===== config.mk =====
export PLATFORM = sky130hd
export DESIGN_NAME = mft_fifo_dma
export DESIGN_NICKNAME = d
export VERILOG_FILES = /design/src/mft_pkg.sv /design/src/mft_lane_map.sv /design/src/mft_thr_cmp.sv /design/src/mft_fifo_dma.sv
export SDC_FILE = /design/constraint.sdc
export NUM_CORES = 2
export LEC_CHECK = 0
export ABC_CLOCK_PERIOD_IN_PS = 35200
export BUFFER_PORTS_ARGS = -buffer_cell sky130_fd_sc_hd__buf_2
export CAP_MARGIN = 0
export CORE_ASPECT_RATIO = 1.2
export CORE_MARGIN = 3
export CORE_UTILIZATION = 66
export DETAILED_ROUTE_END_ITERATION = 7
export GPL_TIMING_DRIVEN = 0
export HOLD_SLACK_MARGIN = 0.12
export PLACE_DENSITY_LB_ADDON = 0.05
export SYNTH_ARGS = -nofsm -noshare
export SYNTH_HDL_FRONTEND = slang
export SYNTH_SLANG_ARGS = --single-unit

===== constraint.sdc =====
create_clock -name clk -period 35.2 [get_ports clk]
set_clock_uncertainty 0.05 [all_clocks]
set_input_delay 3.52 -clock clk [delete_from_list [all_inputs] [get_ports clk]]
set_output_delay 3.52 -clock clk [all_outputs]
set_load 0.1 [all_outputs]

===== src/mft_pkg.sv =====
// package: constants, carriers and state types of the mac fifo threshold block
package mft_pkg;
   localparam int FIFO_BYTES = 32;
   localparam logic [5:0] CNT_FULL = 6'h20;
   localparam logic [5:0] CNT_TX_ROOM = 6'h1e;
   localparam logic [5:0] CNT_RST = 6'h00;
   localparam logic [4:0] PTR_RST = 5'h00;
   localparam logic [4:0] PTR_STEP_WORD = 5'h02;
   localparam logic [7:0] PAD_BYTE = 8'hff;
   // word counts per select code, nibble n holds code n (3..0 = 12,8,4,2 words)
   localparam logic [15:0] THR_MAP_DEF = 16'hc842;

   typedef struct packed {
      logic byte_order_select;
      logic block_transfer_select;
      logic [1:0] rx_fifo_threshold_sel;
      logic [1:0] tx_fifo_threshold_sel;
   } mft_cfg_t;

   typedef enum logic [3:0] {
      RX_DATA = 4'h1,
      RX_PAD = 4'h2,
      RX_ST0 = 4'h4,
      RX_ST1 = 4'h8
   } mft_rx_state_t;

   typedef enum logic [2:0] {
      DMA_IDLE = 3'h1,
      DMA_REQ = 3'h2,
      DMA_BURST = 3'h4
   } mft_dma_state_t;

   typedef struct packed {
      logic [31:0][7:0] b;
      logic [4:0] wp;
      logic [4:0] rp;
      logic [5:0] cnt;
      mft_rx_state_t st;
      logic [15:0] status;
      logic [5:0] flush;
      mft_dma_state_t dma;
      logic [4:0] beats;
   } mft_rx_reg_t;

   typedef struct packed {
      logic [31:0][7:0] b;
      logic [31:0] vld;
      logic [4:0] wp;
      logic [4:0] rp;
      logic [5:0] cnt;
      mft_dma_state_t dma;
      logic [4:0] beats;
      logic active;
      logic eop;
      logic run;
      logic [7:0] ob;
      logic ob_v;
   } mft_tx_reg_t;

   localparam mft_rx_reg_t RX_RST = '{b: '0, wp: PTR_RST, rp: PTR_RST, cnt: CNT_RST,
      st: RX_DATA, status: 16'h0000, flush: CNT_RST, dma: DMA_IDLE, beats: 5'h00};
   localparam mft_tx_reg_t TX_RST = '{b: '0, vld: 32'h00000000, wp: PTR_RST, rp: PTR_RST,
      cnt: CNT_RST, dma: DMA_IDLE, beats: 5'h00, active: 1'b0, eop: 1'b0, run: 1'b0,
      ob: 8'h00, ob_v: 1'b0};
endpackage


===== src/mft_lane_map.sv =====
// byte index to storage slot, honouring the byte order select
`timescale 1ns/10ps
module mft_lane_map (
   input wire logic [4:0] idx,
   input wire logic be,
   output logic [4:0] slot
);
   // big endian fills each entry from its top lane down
   assign slot = {idx[4:2], be ? ~idx[1:0] : idx[1:0]};
endmodule // mft_lane_map


===== src/mft_thr_cmp.sv =====
// threshold decode and strict greater-than compare on a fifo byte count
`timescale 1ns/10ps
module mft_thr_cmp #(
   parameter logic [15:0] MAP = mft_pkg::THR_MAP_DEF
) (
   input wire logic [1:0] sel,
   input wire logic [5:0] cnt,
   output logic [4:0] words,
   output logic above
);
   logic [3:0] w;
   assign w = MAP[{sel, 2'b00} +: 4];
   assign words = {1'b0, w};
   assign above = cnt > {1'b0, w, 1'b0};
endmodule // mft_thr_cmp


===== src/mft_fifo_dma.sv =====
// mac-side byte fifos with threshold driven dma bursts for rx and tx
//
// Functional notes
// little endian: first byte in bits 7:0
// big endian: first byte in bits 15:8
// two independent 32-byte fifos, rx and tx
// 8 entries of 4 bytes, byte-steered writes
// rx request only when count exceeds threshold; code also requests to drain a finished packet's tail
// rx re-requests immediately while still above threshold; code re-requests after one idle cycle
// block mode moves threshold bytes per request
// empty/fill mode empties rx, fills tx
// odd packet end padded with 0ffh
// packet status follows last data or pad
// rx drained only as whole aligned words
// each dma beat is one entry half
// tx fetches words before transmission starts
// tx reader starts when count exceeds threshold; code also starts once the packet's last word is in
// tx requests while count at most threshold
// tx block mode loads threshold bytes per grant
// tx reader orders, counts, drops extraneous bytes
// tx accepts packets at any byte address
// status and configuration words are 16 bits
// threshold code to word count is parameter
`timescale 1ns/10ps
module mft_fifo_dma #(
   parameter logic [15:0] RX_THR_MAP = mft_pkg::THR_MAP_DEF,
   parameter logic [15:0] TX_THR_MAP = mft_pkg::THR_MAP_DEF
) (
   input wire logic clk,
   input wire logic rst_n,
   input wire mft_pkg::mft_cfg_t cfg,
   input wire logic rx_byte_valid,
   input wire logic [7:0] rx_byte,
   output logic rx_byte_ready,
   input wire logic rx_end,
   input wire logic [15:0] rx_status,
   output logic rx_dma_req,
   input wire logic rx_dma_gnt,
   output logic rx_dma_valid,
   input wire logic rx_dma_ready,
   output logic [15:0] rx_dma_data,
   output logic rx_dma_last,
   input wire logic tx_start,
   output logic tx_dma_req,
   input wire logic tx_dma_gnt,
   input wire logic tx_dma_valid,
   output logic tx_dma_ready,
   input wire logic [15:0] tx_dma_data,
   input wire logic [1:0] tx_dma_byte_en,
   input wire logic tx_dma_eop,
   output logic tx_byte_valid,
   output logic [7:0] tx_byte,
   input wire logic tx_byte_ready,
   output logic tx_packet_done
);
   logic [1:0] rst_sync_reg;
   logic rst_int_n;
   mft_pkg::mft_rx_reg_t rx_reg;
   mft_pkg::mft_rx_reg_t rx_next;
   mft_pkg::mft_tx_reg_t tx_reg;
   mft_pkg::mft_tx_reg_t tx_next;
   logic be;
   logic rx_above;
   logic [4:0] rx_thr_words;
   logic tx_above;
   logic [4:0] tx_thr_words;
   logic [4:0] rx_wslot;
   logic [4:0] rx_rslot0;
   logic [4:0] rx_rslot1;
   logic [4:0] tx_wslot0;
   logic [4:0] tx_wslot1;
   logic [4:0] tx_rslot;
   logic [4:0] rx_rp1;
   logic [4:0] tx_wp1;
   logic rx_push;
   logic [7:0] rx_wbyte;
   logic rx_pop;
   logic rx_space;
   logic tx_wr;
   logic tx_pop;
   logic tx_take;
   logic tx_done;

   // reset released through two flops so every state flop leaves reset together
   always_ff @(posedge clk or negedge rst_n) begin
      if (!rst_n) begin
         rst_sync_reg <= 2'b00;
      end else begin
         rst_sync_reg <= {rst_sync_reg[0], 1'b1};
      end
   end
   assign rst_int_n = rst_sync_reg[1];

   assign be = cfg.byte_order_select;
   assign rx_rp1 = rx_reg.rp + 5'h01;
   assign tx_wp1 = tx_reg.wp + 5'h01;

   mft_thr_cmp #(.MAP(RX_THR_MAP)) u_rx_thr (
      .sel(cfg.rx_fifo_threshold_sel),
      .cnt(rx_reg.cnt),
      .words(rx_thr_words),
      .above(rx_above)
   );

   mft_thr_cmp #(.MAP(TX_THR_MAP)) u_tx_thr (
      .sel(cfg.tx_fifo_threshold_sel),
      .cnt(tx_reg.cnt),
      .words(tx_thr_words),
      .above(tx_above)
   );

   mft_lane_map u_rx_wmap (
      .idx(rx_reg.wp),
      .be(be),
      .slot(rx_wslot)
   );

   mft_lane_map u_rx_rmap0 (
      .idx(rx_reg.rp),
      .be(be),
      .slot(rx_rslot0)
   );

   mft_lane_map u_rx_rmap1 (
      .idx(rx_rp1),
      .be(be),
      .slot(rx_rslot1)
   );

   mft_lane_map u_tx_wmap0 (
      .idx(tx_reg.wp),
      .be(be),
      .slot(tx_wslot0)
   );

   mft_lane_map u_tx_wmap1 (
      .idx(tx_wp1),
      .be(be),
      .slot(tx_wslot1)
   );

   mft_lane_map u_tx_rmap (
      .idx(tx_reg.rp),
      .be(be),
      .slot(tx_rslot)
   );

   // ---------------- receive path ----------------
   assign rx_space = rx_reg.cnt < mft_pkg::CNT_FULL;
   // an end marker takes the cycle; a byte offered with it is not taken
   assign rx_byte_ready = (rx_reg.st == mft_pkg::RX_DATA) && rx_space && !rx_end;
   assign rx_dma_req = rx_reg.dma == mft_pkg::DMA_REQ;
   assign rx_dma_valid = rx_reg.dma == mft_pkg::DMA_BURST;
   assign rx_dma_last = rx_dma_valid && (rx_reg.beats == 5'h01);
   // the two bytes of one entry half, first byte placed by byte order
   assign rx_dma_data = be ? {rx_reg.b[rx_rslot0], rx_reg.b[rx_rslot1]}
                           : {rx_reg.b[rx_rslot1], rx_reg.b[rx_rslot0]};

   always_comb begin
      rx_next = rx_reg;
      rx_push = 1'b0;
      rx_wbyte = rx_byte;
      rx_pop = rx_dma_valid && rx_dma_ready;
      case (rx_reg.st)
         mft_pkg::RX_DATA: begin
            if (rx_end) begin
               rx_next.status = rx_status;
               // packets start word aligned, so the write pointer tells the parity
               rx_next.st = rx_reg.wp[0] ? mft_pkg::RX_PAD : mft_pkg::RX_ST0;
            end else if (rx_byte_valid && rx_space) begin
               rx_push = 1'b1;
            end
         end
         mft_pkg::RX_PAD: begin
            if (rx_space) begin
               rx_push = 1'b1;
               rx_wbyte = mft_pkg::PAD_BYTE;
               rx_next.st = mft_pkg::RX_ST0;
            end
         end
         mft_pkg::RX_ST0: begin
            if (rx_space) begin
               rx_push = 1'b1;
               rx_wbyte = be ? rx_reg.status[15:8] : rx_reg.status[7:0];
               rx_next.st = mft_pkg::RX_ST1;
            end
         end
         mft_pkg::RX_ST1: begin
            if (rx_space) begin
               rx_push = 1'b1;
               rx_wbyte = be ? rx_reg.status[7:0] : rx_reg.status[15:8];
               rx_next.st = mft_pkg::RX_DATA;
            end
         end
         default: begin
            rx_next.st = mft_pkg::RX_DATA;
         end
      endcase

      if (rx_push) begin
         rx_next.b[rx_wslot] = rx_wbyte;
         rx_next.wp = rx_reg.wp + 5'h01;
      end
      if (rx_pop) begin
         rx_next.rp = rx_reg.rp + mft_pkg::PTR_STEP_WORD;
      end
      rx_next.cnt = rx_reg.cnt + {5'h00, rx_push} - (rx_pop ? 6'h02 : 6'h00);

      // a finished packet's tail is drained even below threshold
      if (rx_push && (rx_reg.st == mft_pkg::RX_ST1)) begin
         rx_next.flush = rx_next.cnt;
      end else if (rx_pop && (rx_reg.flush >= 6'h02)) begin
         rx_next.flush = rx_reg.flush - 6'h02;
      end

      case (rx_reg.dma)
         mft_pkg::DMA_IDLE: begin
            if (rx_above || (rx_reg.flush != mft_pkg::CNT_RST)) begin
               rx_next.dma = mft_pkg::DMA_REQ;
            end
         end
         mft_pkg::DMA_REQ: begin
            if (rx_dma_gnt) begin
               rx_next.dma = mft_pkg::DMA_BURST;
               if (!cfg.block_transfer_select) begin
                  rx_next.beats = rx_reg.cnt[5:1];
               end else if (rx_above) begin
                  rx_next.beats = rx_thr_words;
               end else begin
                  rx_next.beats = rx_reg.flush[5:1];
               end
            end
         end
         mft_pkg::DMA_BURST: begin
            if (rx_pop) begin
               rx_next.beats = rx_reg.beats - 5'h01;
               if (rx_reg.beats == 5'h01) begin
                  rx_next.dma = mft_pkg::DMA_IDLE;
               end
            end
         end
         default: begin
            rx_next.dma = mft_pkg::DMA_IDLE;
         end
      endcase
   end

   always_ff @(posedge clk or negedge rst_int_n) begin
      if (!rst_int_n) begin
         rx_reg <= mft_pkg::RX_RST;
      end else begin
         rx_reg <= rx_next;
      end
   end

   // ---------------- transmit path ----------------
   assign tx_dma_req = tx_reg.dma == mft_pkg::DMA_REQ;
   assign tx_dma_ready = (tx_reg.dma == mft_pkg::DMA_BURST)
      && (tx_reg.cnt <= mft_pkg::CNT_TX_ROOM);
   assign tx_wr = tx_dma_ready && tx_dma_valid;
   assign tx_byte_valid = tx_reg.ob_v;
   assign tx_byte = tx_reg.ob;
   assign tx_take = !tx_reg.ob_v || tx_byte_ready;
   assign tx_done = tx_reg.run && tx_reg.eop && (tx_reg.cnt == mft_pkg::CNT_RST) && tx_take;
   assign tx_packet_done = tx_done;

   always_comb begin
      tx_next = tx_reg;
      tx_pop = 1'b0;

      if (!tx_reg.active && !tx_reg.run && tx_start) begin
         tx_next.active = 1'b1;
         tx_next.eop = 1'b0;
      end

      case (tx_reg.dma)
         mft_pkg::DMA_IDLE: begin
            // refill requests stop once the packet's last word is in
            if (tx_reg.active && !tx_reg.eop && !tx_above) begin
               tx_next.dma = mft_pkg::DMA_REQ;
            end
         end
         mft_pkg::DMA_REQ: begin
            if (tx_dma_gnt) begin
               tx_next.dma = mft_pkg::DMA_BURST;
               if (cfg.block_transfer_select) begin
                  tx_next.beats = tx_thr_words;
               end else begin
                  tx_next.beats = 5'((mft_pkg::CNT_FULL - tx_reg.cnt) >> 1);
               end
            end
         end
         mft_pkg::DMA_BURST: begin
            if (tx_wr) begin
               tx_next.beats = tx_reg.beats - 5'h01;
               if ((tx_reg.beats == 5'h01) || tx_dma_eop) begin
                  tx_next.dma = mft_pkg::DMA_IDLE;
               end
            end
         end
         default: begin
            tx_next.dma = mft_pkg::DMA_IDLE;
         end
      endcase

      if (tx_wr) begin
         // byte enables mark the bytes of an odd start or end address
         tx_next.b[tx_wslot0] = be ? tx_dma_data[15:8] : tx_dma_data[7:0];
         tx_next.b[tx_wslot1] = be ? tx_dma_data[7:0] : tx_dma_data[15:8];
         tx_next.vld[tx_wslot0] = tx_dma_byte_en[0];
         tx_next.vld[tx_wslot1] = tx_dma_byte_en[1];
         tx_next.wp = tx_reg.wp + mft_pkg::PTR_STEP_WORD;
         if (tx_dma_eop) begin
            tx_next.eop = 1'b1;
         end
      end

      // a short packet that never crosses the threshold still goes once complete
      if (tx_reg.active && !tx_reg.run && (tx_above || tx_reg.eop)) begin
         tx_next.run = 1'b1;
      end

      if (tx_reg.ob_v && tx_byte_ready) begin
         tx_next.ob_v = 1'b0;
      end
      if (tx_reg.run && (tx_reg.cnt != mft_pkg::CNT_RST)) begin
         if (!tx_reg.vld[tx_rslot]) begin
            tx_pop = 1'b1;
         end else if (tx_take) begin
            tx_next.ob = tx_reg.b[tx_rslot];
            tx_next.ob_v = 1'b1;
            tx_pop = 1'b1;
         end
      end
      if (tx_pop) begin
         tx_next.rp = tx_reg.rp + 5'h01;
      end
      tx_next.cnt = tx_reg.cnt + (tx_wr ? 6'h02 : 6'h00) - {5'h00, tx_pop};

      if (tx_done) begin
         tx_next.run = 1'b0;
         tx_next.active = 1'b0;
         tx_next.eop = 1'b0;
      end
   end

   always_ff @(posedge clk or negedge rst_int_n) begin
      if (!rst_int_n) begin
         tx_reg <= mft_pkg::TX_RST;
      end else begin
         tx_reg <= tx_next;
      end
   end
endmodule // mft_fifo_dma


==> After elaboration in Yosys (flattened, before gate mapping) <==
Cells that the tools add are included.
{ "op_classes": {"reduce_logical": 49, "bitwise_logic": 6, "mux": 79, "order_cmp": 14, "eq_ne": 24, "add_sub_neg": 14, "shifts": 2} }
{ "op_table": {"columns": ["cell", "n"], "rows": [
  ["bitwise mux 256 bit", 3],
  ["2-to-1 mux 8 bit", 17],
  ["binary-select mux 8 bit (select 5 bit)", 3],
  ["demux 8 bit (select 5 bit)", 3],
  ["bitwise mux 32 bit", 2],
  ["< comparator 5 x 6 -> 1 bit (second input constant)", 6],
  ["variable part select 16 x 5 -> 4 bit (first input constant)", 2],
  ["one-hot mux 8 bit (3 select lines)", 1],
  ["logical AND 1 bit", 23],
  ["adder 5 x 1 -> 5 bit (second input constant)", 4],
  ["2-to-1 mux 20 bit", 1],
  ["one-hot mux 5 bit (2 select lines)", 2],
  ["2-to-1 mux 2 bit", 9],
  ["2-to-1 mux 3 bit", 6],
  ["one-hot mux 3 bit (3 select lines)", 2],
  ["2-to-1 mux 1 bit", 16],
  ["2-to-1 mux 16 bit", 1],
  ["one-hot mux 4 bit (4 select lines)", 1],
  ["greater-or-equal comparator 5 x 1 -> 1 bit (second input constant)", 3],
  ["2-to-1 mux 5 bit", 3],
  ["!= test 2 bit (second input constant)", 7],
  ["> comparator 6 x 5 -> 1 bit", 2],
  ["2-to-1 mux 4 bit", 3],
  ["2-to-1 mux 6 bit", 2],
  ["33 further kinds", 66]
]} }
{ "word_totals": {"reg_bits": 632, "in_bits": 59, "output_inout_bits": 32} }

==> Logic depth before layout (Yosys ltp) <==
{ "logic_depth": {"depth_word": 8, "mapped_depth": 16, "ltp_nobuf": 14} }

==> Cells and area by module <==
Synthesis repeated with hierarchy kept, for this count alone.
{ "unflattened": {"hier_cells": 3498, "hier_area_um2": 35414.0} }
{ "modules_own_cells": {"columns": ["module", "cells_each", "n_inst", "area_each_um2"], "rows": [
  ["mft_fifo_dma", 3434, 1, 34926.0],
  ["mft_thr_cmp", 17, 2, 123.9],
  ["mft_lane_map", 5, 6, 40.0]
]} }

==> Least setup slack after synthesis <==
No wires, ideal clock.
{ "synth_path": {"path_type": "input to output", "startpoint": "input cfg[5] in the netlist's numbering", "endpoint": "output rx_dma_data[9]", "t_arrival_ps": 7203, "path_stages": 10, "n_path_buf": 5, "setup_slack_ps": 24427, "path_cell_list": "buf_4 > buf_2 > buf_4 > buf_4 > buf_4 > mux4_2 > o2111ai_1 > o211ai_1 > o21ai_0 > o21ai_0"} }
{ "synth_between": {"elab_chain_len": 4, "elab_cells_between_ends": 7, "classes_between": "mux: 7"} }
{ "synth_rtl": {"columns": ["item", "line_no", "text"], "rows": [
  ["start, declared", "mft_fifo_dma.sv:31", "input wire mft_pkg::mft_cfg_t cfg,"],
  ["2-to-1 mux 2 bit", "mft_lane_map.sv:9", "assign slot = {idx[4:2], be ? ~idx[1:0] : idx[1:0]};"],
  ["binary-select mux 8 bit (select 5 bit) (on tied branches)", "mft_fifo_dma.sv:157, mft_fifo_dma.sv:156", null],
  ["2-to-1 mux 8 bit (on tied branches)", "mft_fifo_dma.sv:157, mft_fifo_dma.sv:156", null],
  ["2-to-1 mux 16 bit (*)", "mft_fifo_dma.sv:156", "assign rx_dma_data = be ? {rx_reg.b[rx_rslot0], rx_reg.b[rx_rslot1]}"],
  ["end, declared", "mft_fifo_dma.sv:41", "output logic [15:0] rx_dma_data,"]
]} }
Every way passes the cells marked *; elsewhere a longest branch is shown, timed or not. The select of a mux whose other input is x is not followed.

==> Worst setup path in the final report <==
{ "layout_path": {"startpoint": "input cfg[5] in the netlist's numbering", "endpoint": "output rx_dma_data[1]"} }
Same word-level chain as after synthesis.

==> impl_metrics.csv <==
group,metric,value,unit
floorplanning,coreArea,0.0507,mm2
placed_design,dpl_cell_area,0.0355,mm2
min_path,min_path_cells,0,
route,drtAntennaViolNets,0,
timing,rsz0062_at_grt,"no",
floorplanning,die_w,213,um
global_routing,grt_max_degree,72,
global_routing,antenna_found_initial,1,
route,viasPerCell,7.15,
cells_and_area,final_common_cell,"dfrtp_1",
route,top_layer,"met4",
worst_setup_path,critPathCaptureType,"output port",
synthesis,syn-cell-area,0.0340,mm2
synthesis,synth_seq_cells,630,
synthesis,synth_edf_count,0,
synthesis,ys.flop_type,"dfrtp_1",
placed_design,place.gp.congestion,0.964,
synthesis,synth.area.top_cells,"dfrtp_1, mux4_2, mux2_2",
synthesis,synth_area_per_cell,12.7,um2
timing,finalCriticalPeriod,10.99,ns
cells_and_area,final_cell_mix,"dfrtp_1, nand2_1, mux4_2, mux2_2, o21ai_0",
synthesis,synth-compound-area-share,8.53,%
timing,fin_hold_ws,0.308,ns
worst_setup_path,rr_startpoint,"tx_reg[27]$_DFFE_PN0P_",
worst_setup_path,crit_start,"cfg[5]",
placed_design,placement.io_buffers,89,
route,drtIter0Drc,2735,
run_status,violations,"capacitance limit",
pwr,peakVddDrop,101,uV
worst_setup_path,arrival,7.42,ns
cells_and_area,drive_above_1_share,32.4,%
global_routing,grt_usage,39.5,%
route,drcViolationCount,0,
synthesis,synth_xor_area_share,0.849,%
run,maxCapViolCount,1,
global_routing,grt_overflow,0,
timing,finalSetupViolCount,0,
worst_setup_path,start_kind,"primary input",
global_routing,grt_pass1_wl,159000,um
synthesis,syn_inst,2679,
timing,tightest_slew,1.49,ns
global_routing,grt_pass1_vias,26300,
floorplanning,rows,90,
min_path,hold_class,"reg -> reg",
timing,relSlewSlack,0.372,%
synthesis,yosys.area_share.simple,7.33,%
synthesis,yosys_warnings,0,
cts,clk_pin_slew,0.06,ns
cts,postCtsHoldBufs,0,
cts,htreeDepth,3,
route,routed-wl-met3,9930,um
timing,setup_tns,0,ns
run_status,status,"finished with violations",
cts,cts_resized,0,
route,vias,25300,
timing,hold_viol_final,0,
route,met2_length,50400,um
route,dr.pass1.iters,5,
floorplanning,fp.dieH,255,um
timing,drv_slew,0,
pwr,p_per_area,75.8,mW/mm2
cts,clock_path_buffers,3,
synthesis,yosys.area.top_type,"dfrtp_1",
route,drt_wl_total,104000,um
timing,finalCritPeriodShare,31.2,%
cts,cts_setup_buffers,0,
worst_setup_path,worstPathMaxFanout,10,
worst_setup_path,worst-setup-path-type,"in -> out",
synthesis,synth-adder-area-share,1.31,%
cts,insertion_delay,0.60,ns
worst_setup_path,rr_worst_depth,16,
cts,numCtsBuffers,67,
worst_setup_path,cp.required,31.63,ns
route,wl_met1,35000,um
synthesis,yosysSeqAreaShare,46.3,%
cells_and_area,area_growth,10.5,%
placed_design,post-dp-hpwl,74200,um
cells_and_area,fin_nets,2941,
cts,cts_root_buffer,"clkbuf_16",
cells_and_area,fin_area,0.0376,mm2
cts,numClockSinks,630,
floorplanning,die_area,0.0543,mm2
route,wl_per_cell,29.4,um
synthesis,synthDistinctLibCells,80,
cells_and_area,fin_util,74.2,%
min_path,hp-start,"rst_sync_reg[0]$_DFF_PN0_",
timing,max_freq,91.0,MHz
pwr,leakage,16.6,nW
synthesis,synth_top_family_by_area,"multiplexers",
floorplanning,io_pins,91,
synthesis,synth.area.mux_share,31.5,%
synthesis,syn_nets,2773,
floorplanning,start_util,67.2,%
cts,cts_tree,"yes",
synthesis,synth_top_area_share,46.1,%
synthesis,async_flop_share,100,%
cells_and_area,largest_reg_flops,314,
[per-layer routing]
metal,vias to the layer above,track usage (%)
met5,-,0
met3,454,9.42
li1,10300,-
met4,0,26.9
met1,12800,47.0
met2,1679,64.4
[worst paths after layout]
check	endpoint	slack, ns
setup / recovery	rx_dma_data[1]	24.21
hold / removal	rst_sync_reg[1]$_DFF_PN0_	0.31
setup reg to reg	tx_reg[25]$_DFF_PN0_	30.85
hold reg to reg	rst_sync_reg[1]$_DFF_PN0_	0.31
max in group asynchronous	rst_sync_reg[1]$_DFF_PN0_	32.35
min in group asynchronous	rx_reg[162]$_DFFE_PN0P_	0.44
[area by class of cell]
| class | instances | area, um2 |
|---|---|---|
| fill | 3344 | 13100 |
| tap | 644 | 806 |
| timing repair buffer | 99 | 707 |
| sequential | 630 | 15800 |
| clock inverter | 13 | 100 |
| inverter | 82 | 308 |
| buffer | 215 | 1100 |
| antenna | 2 | 5.00 |
| multi-input combinational | 1752 | 16900 |
| clock buffer | 99 | 1940 |
[critical path, cell delays in order]
cell and delay, ns:
buf_2 0.12, buf_4 0.19, buf_2 0.44, buf_4 0.35, buf_2 0.50, buf_2 0.45
buf_2 0.45, clkbuf_1 0.58, nor2_1 0.12, a21oi_1 0.20, buf_2 0.47
[cells in the mapped netlist (all sizes together), types with 3 or more instances]
master and instances:
nor2 104, nand4b 3, nand2 331, nand3 10
mux2i 56, clkbuf 101, nand4 5, nor4 3
nand3b 6, nor3b 11, a22oi 11, o22a 3
a31oi 9, buf 114, ha 34, a221oi 18
dfstp 3, and2 8, o2111ai 7, nor2b 8
nor3 24, o221ai 6, nand2b 12, a21oi 73
mux4 306, mux2 290, o211ai 8, a211oi 24
dfrtp 627, xnor2 25, o21a 7, inv 81
o21ai 260, xor2 8, or3 4, o22ai 46
[logic make-up after synthesis]
logic type	Yosys count
compound gates	492
xor+xnor	33
fa+ha+maj	35
buf+inv	297
flops	630
mux	652
other cells	1
simple gates	539
[report_power, final]
part	internal [mW]	leakage (nW)	total, mW	switching [mW]
logic	0.474	7.29	1.21	0.739
registers	0.849	8.30	0.957	0.107
clock network	0.388	1.00	0.680	0.293
[metrics by stage]
stage / power [mW] / cells / worst slack, ns
final: 2.85 / 3536 / 24.21
after floorplan: 1.83 / 2679 / 16.29
after detailed placement: 2.15 / 3421 / 24.37
after global placement: 2.12 / 3412 / 10.14
after CTS: 2.83 / 3533 / 24.38
after global routing: 2.96 / 3534 / 24.15
(Power assumes the default switching activity.)
